--- config.mk ---
export PLATFORM = sky130hd
export DESIGN_NAME = sleep_wake_device_flat
export DESIGN_NICKNAME = d
export VERILOG_FILES = /design/src/rtl/sleep_wake_pkg.sv /design/src/rtl/wake_pins_if.sv /design/src/rtl/lpo_timer.sv /design/src/rtl/sleep_wake_device.sv /design/src/flat_wrapper.sv
export SDC_FILE = /design/constraint.sdc
export NUM_CORES = 1
export LEC_CHECK = 0
export BUFFER_PORTS_ARGS = -buffer_cell sky130_fd_sc_hd__buf_4
export CORE_UTILIZATION = 58
export DETAILED_ROUTE_END_ITERATION = 10
export PLACE_DENSITY = 0.8
export SLEW_MARGIN = 25
export SYNTH_ARGS = -nofsm -noshare
export SYNTH_HDL_FRONTEND = slang
export SYNTH_HIERARCHICAL = 1
export SYNTH_SLANG_ARGS = --single-unit
--- constraint.sdc ---
create_clock -name clock -period 3.8 [get_ports clock]
set_clock_uncertainty 0.15 [all_clocks]
set_input_delay 0.19 -clock clock [delete_from_list [all_inputs] [get_ports clock]]
set_output_delay 0.19 -clock clock [all_outputs]
set_load 0.02 [all_outputs]
--- src/rtl/sleep_wake_pkg.sv ---
// Shared constants and types for the sleep and wake controller pair
package sleep_wake_pkg;
   // Wake pin polarity encodings
   localparam logic POL_LOW_ACTIVE  = 1'b0;
   localparam logic POL_HIGH_ACTIVE = 1'b1;
   localparam logic DEV_WAKE_POL_RESET  = POL_LOW_ACTIVE;
   localparam logic HOST_WAKE_POL_RESET = POL_HIGH_ACTIVE;
   // Timer widths and defaults
   localparam int unsigned TIMER_WIDTH       = 16;
   localparam logic [15:0] SLEEP_TIME_RESET  = 16'h0040;
   localparam logic [15:0] EVENT_TIME_RESET  = 16'h0008;
   localparam logic [15:0] TIMER_ONE         = 16'h0001;
   localparam logic [15:0] TIMER_ZERO        = 16'h0000;
   // Low-power oscillator divider (reload value, one less than system clock ticks per oscillator tick)
   localparam int unsigned LPO_DIV_WIDTH     = 8;
   localparam logic [7:0]  LPO_DIV_RESET     = 8'h00;
   localparam logic [7:0]  LPO_DIV_DEFAULT   = 8'h04;
   // Software port offsets
   localparam logic [3:0] ADDR_CONTROL     = 4'h0;
   localparam logic [3:0] ADDR_STATUS      = 4'h1;
   localparam logic [3:0] ADDR_SLEEP_TIME  = 4'h2;
   localparam logic [3:0] ADDR_EVENT_TIME  = 4'h3;
   // Control register fields
   localparam int unsigned CTL_SLEEP_EN     = 0;
   localparam int unsigned CTL_SESSION_EN   = 1;
   localparam int unsigned CTL_DEV_POL      = 2;
   localparam int unsigned CTL_HOST_POL     = 3;
   localparam int unsigned CTL_RADIO_OFF_EN = 4;
   localparam int unsigned CTL_USB_MODE     = 5;
   localparam int unsigned CTL_HOST_WAKE    = 6;
   localparam int unsigned CTL_REMOTE_WAKE  = 7;
   localparam int unsigned CTL_TRANSPORT_BUSY = 8;
   localparam int unsigned CTL_WIDTH        = 9;
   localparam logic [8:0]  CTL_RESET        = 9'h008;
   // Host controller port offsets
   localparam logic [1:0] HADDR_CONTROL = 2'h0;
   localparam logic [1:0] HADDR_STATUS  = 2'h1;
   // Host control fields
   localparam int unsigned HCTL_WAKE     = 0;
   localparam int unsigned HCTL_DEV_POL  = 1;
   localparam int unsigned HCTL_HOST_POL = 2;
   localparam int unsigned HCTL_RESET_N  = 3;
   localparam int unsigned HCTL_WIDTH    = 4;
   localparam logic [3:0]  HCTL_RESET    = 4'hC;
   // Device power states
   typedef enum logic [2:0] {
      ST_AWAKE,
      ST_SLEEP,
      ST_EVENT,
      ST_RADIO_OFF,
      ST_SUSPEND
   } power_state_t;
endpackage

--- src/rtl/wake_pins_if.sv ---
// Wake, clock request and reset pins between host and device
`timescale 1ns/1ps
`default_nettype none
interface wake_pins_if;
   logic device_wake_level;   // Host drives device wake pin
   logic host_wake_request;   // Device drives host wake pin
   logic ref_clock_request;   // Device asks for reference clock
   logic reset_n;             // Host drives chip reset, active low
   logic usb_resume;          // Host resume signalling
   logic usb_suspend;         // Host suspend signalling
   logic usb_remote_wake;     // Device remote wake-up signalling
   modport device (input device_wake_level, reset_n, usb_resume, usb_suspend,
                   output host_wake_request, ref_clock_request, usb_remote_wake);
   modport host (output device_wake_level, reset_n, usb_resume, usb_suspend,
                 input host_wake_request, ref_clock_request, usb_remote_wake);
endinterface
`default_nettype wire

--- src/rtl/lpo_timer.sv ---
// Countdown timer ticked by the low-power oscillator enable
`timescale 1ns/1ps
`default_nettype none
module lpo_timer #(
   parameter int unsigned WIDTH = sleep_wake_pkg::TIMER_WIDTH
) (
   input  wire logic             clock,
   input  wire logic             sys_rst,
   input  wire logic             clock_enable,
   input  wire logic             lpo_tick,
   input  wire logic             load,
   input  wire logic [WIDTH-1:0] load_value,
   output logic                  expired
);
   typedef struct packed {
      logic [WIDTH-1:0] count;
      logic             running;
      logic             expired;
   } timer_state_t;
   timer_state_t state;
   timer_state_t next_state;

   // Load, count down on oscillator ticks, pulse at zero
   always_comb begin
      next_state = state;
      next_state.expired = 1'b0;
      if (load) begin
         next_state.count   = load_value;
         next_state.running = 1'b1;
      end else if (state.running && lpo_tick) begin
         if (state.count <= WIDTH'(sleep_wake_pkg::TIMER_ONE)) begin
            next_state.running = 1'b0;
            next_state.expired = 1'b1;
            next_state.count   = WIDTH'(sleep_wake_pkg::TIMER_ZERO);
         end else begin
            next_state.count = state.count - WIDTH'(sleep_wake_pkg::TIMER_ONE);
         end
      end
   end

   // State register
   always_ff @(posedge clock) begin
      if (sys_rst) begin
         state <= '0;
      end else if (clock_enable) begin
         state <= next_state;
      end
   end

   assign expired = state.expired;
endmodule
`default_nettype wire

--- src/rtl/sleep_wake_device.sv ---
// Device end: sleep and wake controller with power-down outputs
// Operation
// - Sleep gates nonessential power and clocks
// - Core stays powered during sleep
// - Asleep, oscillator clocks timer; timer or host wakes
// - Session events wake on timer, then resleep
// - Transports held idle while asleep
// - Host wake accepted anytime during sleep
// - Host-woken session stays awake between events
// - Withdrawn wake request lets device sleep
// - Asserted wake input wakes or keeps awake, except in USB suspend or USB radio-off
// - Deasserted input sleeps once criteria met
// - Both wake pin polarities software selectable
// - Wake input resets to low-active
// - USB mode wake input can disable radio
// - Host wakes when host wake asserted
// - Host may sleep when host wake deasserted
// - Clock request high while reference needed
// - Low reset input resets the block except its timer
// - USB suspend, resume and remote wake supported
// - Radio on only while packets handled
// - Low-power link modes run timed wakes
// - Separate transmit, receive, synthesizer, amplifier power-downs
`timescale 1ns/1ps
`default_nettype none
module sleep_wake_device #(
   parameter int unsigned TW = sleep_wake_pkg::TIMER_WIDTH
) (
   input  wire logic        clock,
   input  wire logic        sys_rst,
   input  wire logic        clock_enable,
   wake_pins_if.device      pins,
   input  wire logic [3:0]  addr,
   input  wire logic [15:0] wdata,
   input  wire logic        wr,
   input  wire logic        rd,
   output logic      [15:0] rdata,
   input  wire logic        tx_active,
   input  wire logic        rx_active,
   input  wire logic        link_mode_lowpower,
   output logic             core_power_on,
   output logic             aux_power_on,
   output logic             aux_clock_on,
   output logic             transport_idle,
   output logic             tx_power_down,
   output logic             rx_power_down,
   output logic             synth_power_down,
   output logic             amp_power_down,
   output logic             radio_disabled,
   output logic             asleep
);
   typedef struct packed {
      logic [sleep_wake_pkg::CTL_WIDTH-1:0] ctl;
      logic [TW-1:0]                        sleep_time;
      logic [TW-1:0]                        event_time;
      logic [sleep_wake_pkg::LPO_DIV_WIDTH-1:0] lpo_div;
      logic                                 wake_meta;
      logic                                 wake_sync;
      logic                                 reset_meta;
      logic                                 reset_sync;
      logic                                 host_woke;
      sleep_wake_pkg::power_state_t         pstate;
      logic [15:0]                          rdata;
      logic                                 host_wake_pin;
      logic                                 clk_req;
      logic                                 remote_wake;
      logic                                 aux_on;
      logic                                 tx_pd;
      logic                                 rx_pd;
      logic                                 synth_pd;
      logic                                 amp_pd;
   } dev_state_t;
   dev_state_t s;
   dev_state_t next_s;

   logic lpo_tick;
   logic timer_load;
   logic [TW-1:0] timer_value;
   logic timer_expired;
   logic wake_req;

   // Polarity-adjusted level helper
   function automatic logic active(input logic level, input logic pol);
      active = (pol == sleep_wake_pkg::POL_HIGH_ACTIVE) ? level : ~level;
   endfunction

   // Oscillator tick derived from divider
   assign lpo_tick = (s.lpo_div == sleep_wake_pkg::LPO_DIV_RESET);
   assign wake_req = active(s.wake_sync, s.ctl[sleep_wake_pkg::CTL_DEV_POL]);

   // Sleep and session timer
   lpo_timer #(.WIDTH(TW)) u_timer (
      .clock        (clock),
      .sys_rst      (sys_rst),
      .clock_enable (clock_enable),
      .lpo_tick     (lpo_tick),
      .load         (timer_load),
      .load_value   (timer_value),
      .expired      (timer_expired)
   );

   // Next state, register access and power control
   always_comb begin
      logic sleep_ok;
      logic session;
      logic usb;
      sleep_ok = 1'b0;
      session  = 1'b0;
      usb      = 1'b0;
      next_s = s;
      timer_load  = 1'b0;
      timer_value = s.sleep_time;
      next_s.wake_meta  = pins.device_wake_level;
      next_s.wake_sync  = s.wake_meta;
      next_s.reset_meta = pins.reset_n;
      next_s.reset_sync = s.reset_meta;
      next_s.lpo_div = (s.lpo_div == sleep_wake_pkg::LPO_DIV_RESET) ?
                       sleep_wake_pkg::LPO_DIV_DEFAULT : s.lpo_div - 8'h01;
      session = s.ctl[sleep_wake_pkg::CTL_SESSION_EN] | link_mode_lowpower;
      usb = s.ctl[sleep_wake_pkg::CTL_USB_MODE];
      sleep_ok = s.ctl[sleep_wake_pkg::CTL_SLEEP_EN] & ~wake_req
               & ~s.ctl[sleep_wake_pkg::CTL_TRANSPORT_BUSY]
               & ~tx_active & ~rx_active;
      // Software writes
      if (wr) begin
         case (addr)
            sleep_wake_pkg::ADDR_CONTROL:    next_s.ctl = wdata[sleep_wake_pkg::CTL_WIDTH-1:0];
            sleep_wake_pkg::ADDR_SLEEP_TIME: next_s.sleep_time = wdata[TW-1:0];
            sleep_wake_pkg::ADDR_EVENT_TIME: next_s.event_time = wdata[TW-1:0];
            default: ;
         endcase
      end
      // Software reads, one cycle later
      next_s.rdata = 16'h0000;
      if (rd) begin
         case (addr)
            sleep_wake_pkg::ADDR_CONTROL:    next_s.rdata = 16'(s.ctl);
            sleep_wake_pkg::ADDR_STATUS:     next_s.rdata = {11'h000, s.host_woke,
                                                 wake_req, s.pstate};
            sleep_wake_pkg::ADDR_SLEEP_TIME: next_s.rdata = s.sleep_time;
            sleep_wake_pkg::ADDR_EVENT_TIME: next_s.rdata = s.event_time;
            default:                         next_s.rdata = 16'h0000;
         endcase
      end
      // Power state machine
      case (s.pstate)
         sleep_wake_pkg::ST_AWAKE: begin
            if (usb && s.ctl[sleep_wake_pkg::CTL_RADIO_OFF_EN] && wake_req) begin
               next_s.pstate = sleep_wake_pkg::ST_RADIO_OFF;
            end else if (usb && pins.usb_suspend) begin
               next_s.pstate = sleep_wake_pkg::ST_SUSPEND;
            end else if (sleep_ok && !usb) begin
               next_s.pstate = sleep_wake_pkg::ST_SLEEP;
               next_s.host_woke = 1'b0;
               timer_load  = 1'b1;
               timer_value = s.sleep_time;
            end else if (session && timer_expired) begin
               timer_load  = 1'b1;
               timer_value = s.sleep_time;
            end
         end
         sleep_wake_pkg::ST_SLEEP: begin
            if (wake_req) begin
               next_s.pstate = sleep_wake_pkg::ST_AWAKE;
               next_s.host_woke = 1'b1;
               if (session) begin
                  timer_load  = 1'b1;
                  timer_value = s.sleep_time;
               end
            end else if (timer_expired) begin
               if (session) begin
                  next_s.pstate = sleep_wake_pkg::ST_EVENT;
                  timer_load  = 1'b1;
                  timer_value = s.event_time;
               end else begin
                  next_s.pstate = sleep_wake_pkg::ST_AWAKE;
               end
            end
         end
         sleep_wake_pkg::ST_EVENT: begin
            if (wake_req) begin
               next_s.pstate = sleep_wake_pkg::ST_AWAKE;
               next_s.host_woke = 1'b1;
            end else if (timer_expired) begin
               next_s.pstate = sleep_wake_pkg::ST_SLEEP;
               timer_load  = 1'b1;
               timer_value = s.sleep_time;
            end
         end
         sleep_wake_pkg::ST_RADIO_OFF: begin
            if (!wake_req || !usb || !s.ctl[sleep_wake_pkg::CTL_RADIO_OFF_EN]) begin
               next_s.pstate = sleep_wake_pkg::ST_AWAKE;
            end
         end
         sleep_wake_pkg::ST_SUSPEND: begin
            if (pins.usb_resume || !pins.usb_suspend || !usb) begin
               next_s.pstate = sleep_wake_pkg::ST_AWAKE;
            end else if (s.ctl[sleep_wake_pkg::CTL_REMOTE_WAKE]) begin
               next_s.pstate = sleep_wake_pkg::ST_AWAKE;
            end
         end
         default: next_s.pstate = sleep_wake_pkg::ST_AWAKE;
      endcase
      // Remote wake asserted while suspended and requested
      next_s.remote_wake = (s.pstate == sleep_wake_pkg::ST_SUSPEND)
                           & s.ctl[sleep_wake_pkg::CTL_REMOTE_WAKE];
      // Power gating follows next state
      next_s.aux_on = (next_s.pstate == sleep_wake_pkg::ST_AWAKE) ||
                      (next_s.pstate == sleep_wake_pkg::ST_EVENT);
      next_s.clk_req = next_s.aux_on;
      next_s.tx_pd = ~(next_s.aux_on & tx_active)
                     | (next_s.pstate == sleep_wake_pkg::ST_RADIO_OFF);
      next_s.rx_pd = ~(next_s.aux_on & rx_active)
                     | (next_s.pstate == sleep_wake_pkg::ST_RADIO_OFF);
      next_s.synth_pd = next_s.tx_pd & next_s.rx_pd;
      next_s.amp_pd   = next_s.tx_pd;
      next_s.host_wake_pin = s.ctl[sleep_wake_pkg::CTL_HOST_WAKE] ~^
                             s.ctl[sleep_wake_pkg::CTL_HOST_POL];
   end

   // State register; pin reset or system reset loads reset values
   always_ff @(posedge clock) begin
      if (sys_rst || !s.reset_sync) begin
         s <= '0;
         s.ctl        <= sleep_wake_pkg::CTL_RESET;
         s.sleep_time <= sleep_wake_pkg::SLEEP_TIME_RESET;
         s.event_time <= sleep_wake_pkg::EVENT_TIME_RESET;
         s.reset_meta <= 1'b1;
         s.reset_sync <= 1'b1;
         s.wake_meta  <= 1'b1;
         s.wake_sync  <= 1'b1;
         s.aux_on     <= 1'b1;
         s.clk_req    <= 1'b1;
         s.tx_pd      <= 1'b1;
         s.rx_pd      <= 1'b1;
         s.synth_pd   <= 1'b1;
         s.amp_pd     <= 1'b1;
         s.pstate     <= sleep_wake_pkg::ST_AWAKE;
      end else if (clock_enable) begin
         s <= next_s;
      end
   end

   // Outputs from state flip-flops; core power tied on
   assign core_power_on          = 1'b1;
   assign aux_power_on           = s.aux_on;
   assign aux_clock_on           = s.aux_on;
   assign transport_idle         = ~s.aux_on;
   assign tx_power_down          = s.tx_pd;
   assign rx_power_down          = s.rx_pd;
   assign synth_power_down       = s.synth_pd;
   assign amp_power_down         = s.amp_pd;
   assign radio_disabled         = (s.pstate == sleep_wake_pkg::ST_RADIO_OFF);
   assign asleep                 = ~s.aux_on;
   assign rdata                  = s.rdata;
   assign pins.host_wake_request = s.host_wake_pin;
   assign pins.ref_clock_request = s.clk_req;
   assign pins.usb_remote_wake   = s.remote_wake;
endmodule
`default_nettype wire

--- src/flat_wrapper.sv ---
// flat-port wrapper written by rule: the top's interface ports become plain ports
module sleep_wake_device_flat 
#(
   parameter int unsigned TW = sleep_wake_pkg::TIMER_WIDTH
)
  (clock, sys_rst, clock_enable, addr, wdata, wr, rd, rdata, tx_active, rx_active, link_mode_lowpower, core_power_on, aux_power_on, aux_clock_on, transport_idle, tx_power_down, rx_power_down, synth_power_down, amp_power_down, radio_disabled, asleep, pins_device_wake_level, pins_reset_n, pins_usb_resume, pins_usb_suspend, pins_host_wake_request, pins_ref_clock_request, pins_usb_remote_wake);
  wake_pins_if pins_i ();
  input  wire logic clock;
  input  wire logic sys_rst;
  input  wire logic clock_enable;
  input  wire logic [3:0] addr;
  input  wire logic [15:0] wdata;
  input  wire logic wr;
  input  wire logic rd;
  output logic      [15:0] rdata;
  input  wire logic tx_active;
  input  wire logic rx_active;
  input  wire logic link_mode_lowpower;
  output logic core_power_on;
  output logic aux_power_on;
  output logic aux_clock_on;
  output logic transport_idle;
  output logic tx_power_down;
  output logic rx_power_down;
  output logic synth_power_down;
  output logic amp_power_down;
  output logic radio_disabled;
  output logic asleep;
  input wire logic [$bits(pins_i.device_wake_level)-1:0] pins_device_wake_level;
  input wire logic [$bits(pins_i.reset_n)-1:0] pins_reset_n;
  input wire logic [$bits(pins_i.usb_resume)-1:0] pins_usb_resume;
  input wire logic [$bits(pins_i.usb_suspend)-1:0] pins_usb_suspend;
  output wire logic [$bits(pins_i.host_wake_request)-1:0] pins_host_wake_request;
  output wire logic [$bits(pins_i.ref_clock_request)-1:0] pins_ref_clock_request;
  output wire logic [$bits(pins_i.usb_remote_wake)-1:0] pins_usb_remote_wake;
  assign pins_i.device_wake_level = pins_device_wake_level;
  assign pins_i.reset_n = pins_reset_n;
  assign pins_i.usb_resume = pins_usb_resume;
  assign pins_i.usb_suspend = pins_usb_suspend;
  assign pins_host_wake_request = pins_i.host_wake_request;
  assign pins_ref_clock_request = pins_i.ref_clock_request;
  assign pins_usb_remote_wake = pins_i.usb_remote_wake;
  sleep_wake_device #(.TW(TW)) u_core (.clock(clock), .sys_rst(sys_rst), .clock_enable(clock_enable), .pins(pins_i), .addr(addr), .wdata(wdata), .wr(wr), .rd(rd), .rdata(rdata), .tx_active(tx_active), .rx_active(rx_active), .link_mode_lowpower(link_mode_lowpower), .core_power_on(core_power_on), .aux_power_on(aux_power_on), .aux_clock_on(aux_clock_on), .transport_idle(transport_idle), .tx_power_down(tx_power_down), .rx_power_down(rx_power_down), .synth_power_down(synth_power_down), .amp_power_down(amp_power_down), .radio_disabled(radio_disabled), .asleep(asleep));
endmodule
* Word-level counts from Yosys, hierarchy flattened
Index checks and enable logic that the tools add are counted.
** Cells by class
- Order comparisons :: 1
- $add $sub $neg :: 2
- Reductions and logical operators :: 31
- Bitwise operators :: 20
- Equal/unequal tests :: 13
- Multiplexer cells :: 39
** Operators with widths (number)
- $mux W16 :: 6
- $pmux W16 S4 :: 1
- $mux W3 :: 9
- $mux W18 :: 1
- $mux W17 :: 1
- $le A16 B1 Y1 const B :: 1
- $sub A16 B1 Y16 const B :: 1
- $pmux W3 S5 :: 1
- $mux W1 :: 14
- $eq A3 B2 Y1 const B :: 4
- $reduce_and A3 Y1 :: 4
- $and A1 B1 Y1 :: 8
- $eq A4 B2 Y1 const B :: 2
- $logic_not A8 Y1 :: 1
- $mux W8 :: 1
- $not A1 Y1 :: 8
- $sub A8 B1 Y8 const B :: 1
- $logic_and A1 B1 Y1 :: 6
- $logic_not A3 Y1 :: 2
- $logic_or A1 B1 Y1 :: 6
- $reduce_and A6 Y1 :: 1
- $reduce_bool A2 Y1 :: 3
- $logic_not A1 Y1 :: 5
- $eq A4 B1 Y1 const B :: 1
- other kinds (13) :: 18
** Storage, ports and cells
- Output and inout port bits :: 29
- Input port bits :: 32
- Word-level logic and storage cells :: 126
- Flip-flop bits (word level) :: 97

* Depth between registers and ports, before layout
- Depth in word-level cells :: 18
- Depth in mapped cells :: 11

* Hierarchy
The synthesis kept the hierarchy.
** Modules (own cells, without submodules)
- sleep_wake_device :: times used 1, cells each 408, area each 3915.0 µm², sequential area each 1581.5 µm²
- lpo_timer :: times used 1, cells each 146, area each 1108.6 µm², sequential area each 360.3 µm²

* Worst setup path before layout
OpenSTA, ideal clock, no wires.
- Path type :: flip-flop to flip-flop
- Start point :: reg u_core/s[30] in the netlist's numbering
- End point :: reg u_core/u_timer/state[17] in the netlist's numbering
- Cell stages (with the launch flop) :: 12
- Slack :: 1.000 ns
- Library setup time :: 0.074 ns
- Arrival :: 2.576 ns
- Cell sequence :: dfxtp_1 -> xnor2_2 -> buf_6 -> and4b_1 -> o2111ai_1 -> o21ai_0 -> and3b_1 -> clkbuf_1 -> nand2_1 -> a21oi_1 -> or3b_1 -> a31oi_1
** On the way
- Longest elaborated chain between the ends :: 14
** Ends and longest elaborated chain
- start: declaration :: line sleep_wake_device.sv:73 : dev_state_t s;
- start signal: assignment :: line sleep_wake_device.sv:240 : s <= next_s;
- $not A1 Y1 :: line sleep_wake_device.sv:84 : active = (pol == sleep_wake_pkg::POL_HIGH_ACTIVE) ? level : ~level;
- $mux W1 * :: line sleep_wake_device.sv:84
- $not A1 Y1 :: line sleep_wake_device.sv:121 : sleep_ok = s.ctl[sleep_wake_pkg::CTL_SLEEP_EN] & ~wake_req
- $and A1 B1 Y1 :: line sleep_wake_device.sv:121
- $and A1 B1 Y1 :: line sleep_wake_device.sv:122 : & ~s.ctl[sleep_wake_pkg::CTL_TRANSPORT_BUSY]
- $and A1 B1 Y1 (2 in a row) :: line sleep_wake_device.sv:123 : & ~tx_active & ~rx_active;
- $logic_and A1 B1 Y1 :: line sleep_wake_device.sv:152 : end else if (sleep_ok && !usb) begin
- $mux W1 :: line sleep_wake_device.sv:152
- $mux W1 :: line sleep_wake_device.sv:150 : end else if (usb && pins.usb_suspend) begin
- $mux W1 :: line sleep_wake_device.sv:148 : if (usb && s.ctl[sleep_wake_pkg::CTL_RADIO_OFF_EN] && wake_req) begin
- $pmux W1 S3 * :: line sleep_wake_device.sv:146 : case (s.pstate)
- via u_core.timer_load :: line sleep_wake_device.sv:77 : logic timer_load;
- $reduce_bool A2 Y1 (no line)
- $reduce_and A2 Y1 (no line)
- end signal: assignment :: line lpo_timer.sv:46 : state <= next_state;
- end: declaration :: line lpo_timer.sv:20 : timer_state_t state;
Mark *: on every way through the listed nets, which the timed path passes. The rest lies on a longest branch.
A chain may end at the register's enable or synchronous reset.

* Final worst setup path
- Start point :: reg u_core/s[30] in the netlist's numbering
- End point :: reg u_core/u_timer/state[8] in the netlist's numbering
Same word-level chain as after synthesis.

==> results.json <==
{
  "status": "finished clean",
  "cpPeakStageDelay_ps": 480,
  "fin_tns_setup_ps": 0,
  "arrival_ps": 3410,
  "async_flop_share": 0,
  "drc": 0,
  "seqPwrFrac": 0.546,
  "insertion_delay_ps": 370,
  "first_pass_iters": 5,
  "worstSetupStartpointType": "register",
  "synth.area.top_cells": "dfxtp_1 39%, mux2i_1 9.0%, mux2_2 6.1%, nor2_1 6.1%, buf_4 3.6%",
  "end_kind": "register",
  "die_h_um": 95.07,
  "peakVddDrop_mv": 0.2067,
  "yosysSeqAreaShare": 0.3866,
  "grt_antenna_before_repair": 0,
  "tightest_slew_ps": 1045,
  "path_buf_inv": 1,
  "grt_max_degree": 52,
  "yosysWarnings": 6,
  "h-tree-depth": 3,
  "post_drt_wl_per_cell_um": 16.32,
  "synth-edff-count": 0,
  "nets": 631,
  "syn-num-nets": 590,
  "placed_cell_area_um2": 5348,
  "ys_ff_latch": 97,
  "synth.top_cell.area_share": 0.3866,
  "cts_max_path_buffers": 2,
  "synth.avg_cell_area_um2": 9.068,
  "die_area_um2": 9037,
  "fp.dieW_um": 95.07,
  "p_per_area_nw_per_um2": 345.8,
  "wl_mm": 11.51,
  "setup_violations": 0,
  "combPwrFrac": 0.130,
  "clockPowerShare": 0.325,
  "worst_slack_ps": 508.4,
  "first_global_vias": 3899,
  "synthSimpleGateAreaFrac": 0.2075,
  "rows": 33,
  "netlist_instances": 554,
  "fin_crit_sh": 0.8662,
  "synth_top_family_by_area": "simple AND/OR/NAND/NOR gates",
  "clockRootBuffer": "clkbuf_8",
  "finalHoldViolCount": 0,
  "grt_first_pass_wirelength_mm": 18.65,
  "drv_slew": 0,
  "coreArea_um2": 8299,
  "worst-endpoint-required_ps": 3920,
  "cpLargestDelayFamily": "compound AO/OA/AOI/OAI gates",
  "ioPinCount": 61,
  "p_sw_w": 0.0005325,
  "fmax_ghz": 0.3038,
  "finalInstanceArea_um2": 5725,
  "slowest_stage": "xnor2_2",
  "critPathKind": "register to register",
  "syn2layout_area_growth_pct": 13.97,
  "period_minus_slack_ps": 3292,
  "path_cells": "xnor2_2 -> and4b_1 -> o2111ai_1 -> o21ai_0 -> and3b_1 -> a21boi_1 -> buf_4 -> a32oi_1 -> o32ai_1",
  "start_util": 0.6053,
  "clkSinkCount": 97,
  "rsz0062_at_grt": "false",
  "synth.distinct_cells": 70,
  "hpwlAfterDp_mm": 7.883,
  "pre_cts_slack_ps": 613.7,
  "grt_usage": 0.2664,
  "numCtsBuffers": 9,
  "final_common_cell": "dfxtp_1",
  "switching_share": 0.2689,
  "clk_pin_slew_ps": 90,
  "synth_area_leader_cell": "dfxtp_1",
  "p_int_w": 0.001448,
  "place_congestion": 0.9113,
  "cts_tree": "done",
  "drtAntennaViolNets": 0,
  "io_buffer_count": 59,
  "vias": 4171,
  "p_leak_nw": 2.354,
  "syn_area_um2": 5024,
  "drv_cap": 0,
  "yosys.area_share.xor_xnor": 0.02242,
  "final_layout_size_suffix_gt1_frac": 0.2150,
  "ctsResizeCount": 0,
  "relSlewSlack": 0.3006,
  "synth_compound_area_frac": 0.1258,
  "grt.overflow.total": 0,
  "final_cell_mix": "97 x dfxtp_1, 81 x nor2_1, 70 x buf_4, 45 x mux2i_1, 33 x a21oi_1",
  "synth.area.mux_share": 0.1733,
  "synthFlopType": "dfxtp_1",
  "drt_first_iter_violations": 308,
  "antennaDiodeCount": 0,
  "worstHoldPathType": "input port to register",
  "synthAdderAreaFrac": 0.009963,
  "worstPathMaxFanout": 11,
  "avgViaCountPerCell": 5.916
}
==> worst paths after layout <==
kind,startpoint,end,depth (start not counted),slack [ps]
max,u_core/s[30],u_core/u_timer/state[8],9,510
min,tx_active,u_core/amp_power_down,3,10
max reg2reg,u_core/s[30],u_core/u_timer/state[8],9,510
min reg2reg,u_core/next_s[28],u_core/s[28],1,310
==> cell type report <==
cell class	instances	area (um^2)
inverter	8	30.03
multi-input combinational	390	2719
fill	637	2574
clock inverter	5	36.28
tap	105	131.4
clock buffer	11	151.4
timing repair buffer	89	715.7
sequential	97	1942
==> cell usage after synthesis, drive strengths merged, types with 2 or more instances <==
master    n
o21ai    16
nand2    29
and3b     2
clkbuf   18
nor2b    18
a31oi    11
ha        4
dfxtp    97
o32ai     3
a32oi     2
a22oi     8
and2      2
mux2     27
buf      41
o21a      2
nor4      8
nor2     81
nor3     12
mux4      5
nor3b     3
a21oi    33
nand4     2
and3      5
a2111oi   2
nand2b    5
o22ai     2
o31ai     2
inv       8
nor4b     3
xnor2     9
mux2i    45
nand3b    7
nand3     8
xor2      3
nor4bb    2
or3b      2
a22o      4
or3       3
a21boi    2
==> stage by stage <==
stage | cells | util | total power, W | hold WS, ps
global placement | 670 | 0.6444 | 0.001337 | 257.1
detailed placement | 670 | 0.6444 | 0.001345 | 261.3
global route | 705 | 0.6899 | 0.002072 | 14.89
finish | 705 | 0.6899 | 0.001980 | 10.99
CTS | 705 | 0.6899 | 0.001990 | 1.622
floorplan | 554 | - | 0.001270 | 165.1
==> tightest hold or removal path: cells and delay by family <==
family / cells / cell delay (ps)
buf+inv: 1 / 80
compound gates: 1 / 70
simple gates: 1 / 130
==> per-layer routing <==
layer | vias to the layer above | part of all wire | track usage
met5 | - | 0 | 0
met4 | 0 | 0.017 | 0.09975
met3 | 19 | 0.051 | 0.05183
met2 | 142 | 0.49 | 0.4500
met1 | 1978 | 0.44 | 0.3350
li1 | 2032 | - | -
==> registers in the layout, indices dropped and copies added, names as in the netlist <==
register                       cells
u_core/amp_power_down              1
u_core/u_timer/expired             1
u_core/pins.usb_remote_wake        1
u_core/u_timer/state              17
u_core/rx_power_down               1
u_core/next_s                      2
u_core/rdata                      16
u_core/aux_clock_on                1
u_core/pins.host_wake_request      1
u_core/s                          55
u_core/synth_power_down            1
==> power by group through the flow <==
stage	clock, W	sequential, W	combinational, W
after floorplan	0	0.00110	0.000170
after global placement	0	0.00110	0.000236
after detailed placement	0	0.00110	0.000241
after CTS	0.000652	0.00108	0.000258
after global routing	0.000700	0.00109	0.000286
final	0.000643	0.00108	0.000257
==> what timing repair did <==
action                                 in CTS  in global routing
endpoints found under the hold margin      51                  0
buffers inserted                            0                  0
hold buffers                               19                  0
==> cells by family after synthesis <==
| group | after synthesis |
|---|---|
| and+or+nand+nor | 198 |
| buffers and inverters | 67 |
| xor gates and xnor gates | 12 |
| DFF | 97 |
| other | 1 |
| muxes | 77 |
| adders and majority gates | 4 |
| AOI/OAI and AO/OA | 98 |
Power figures use the tool's default switching activity.
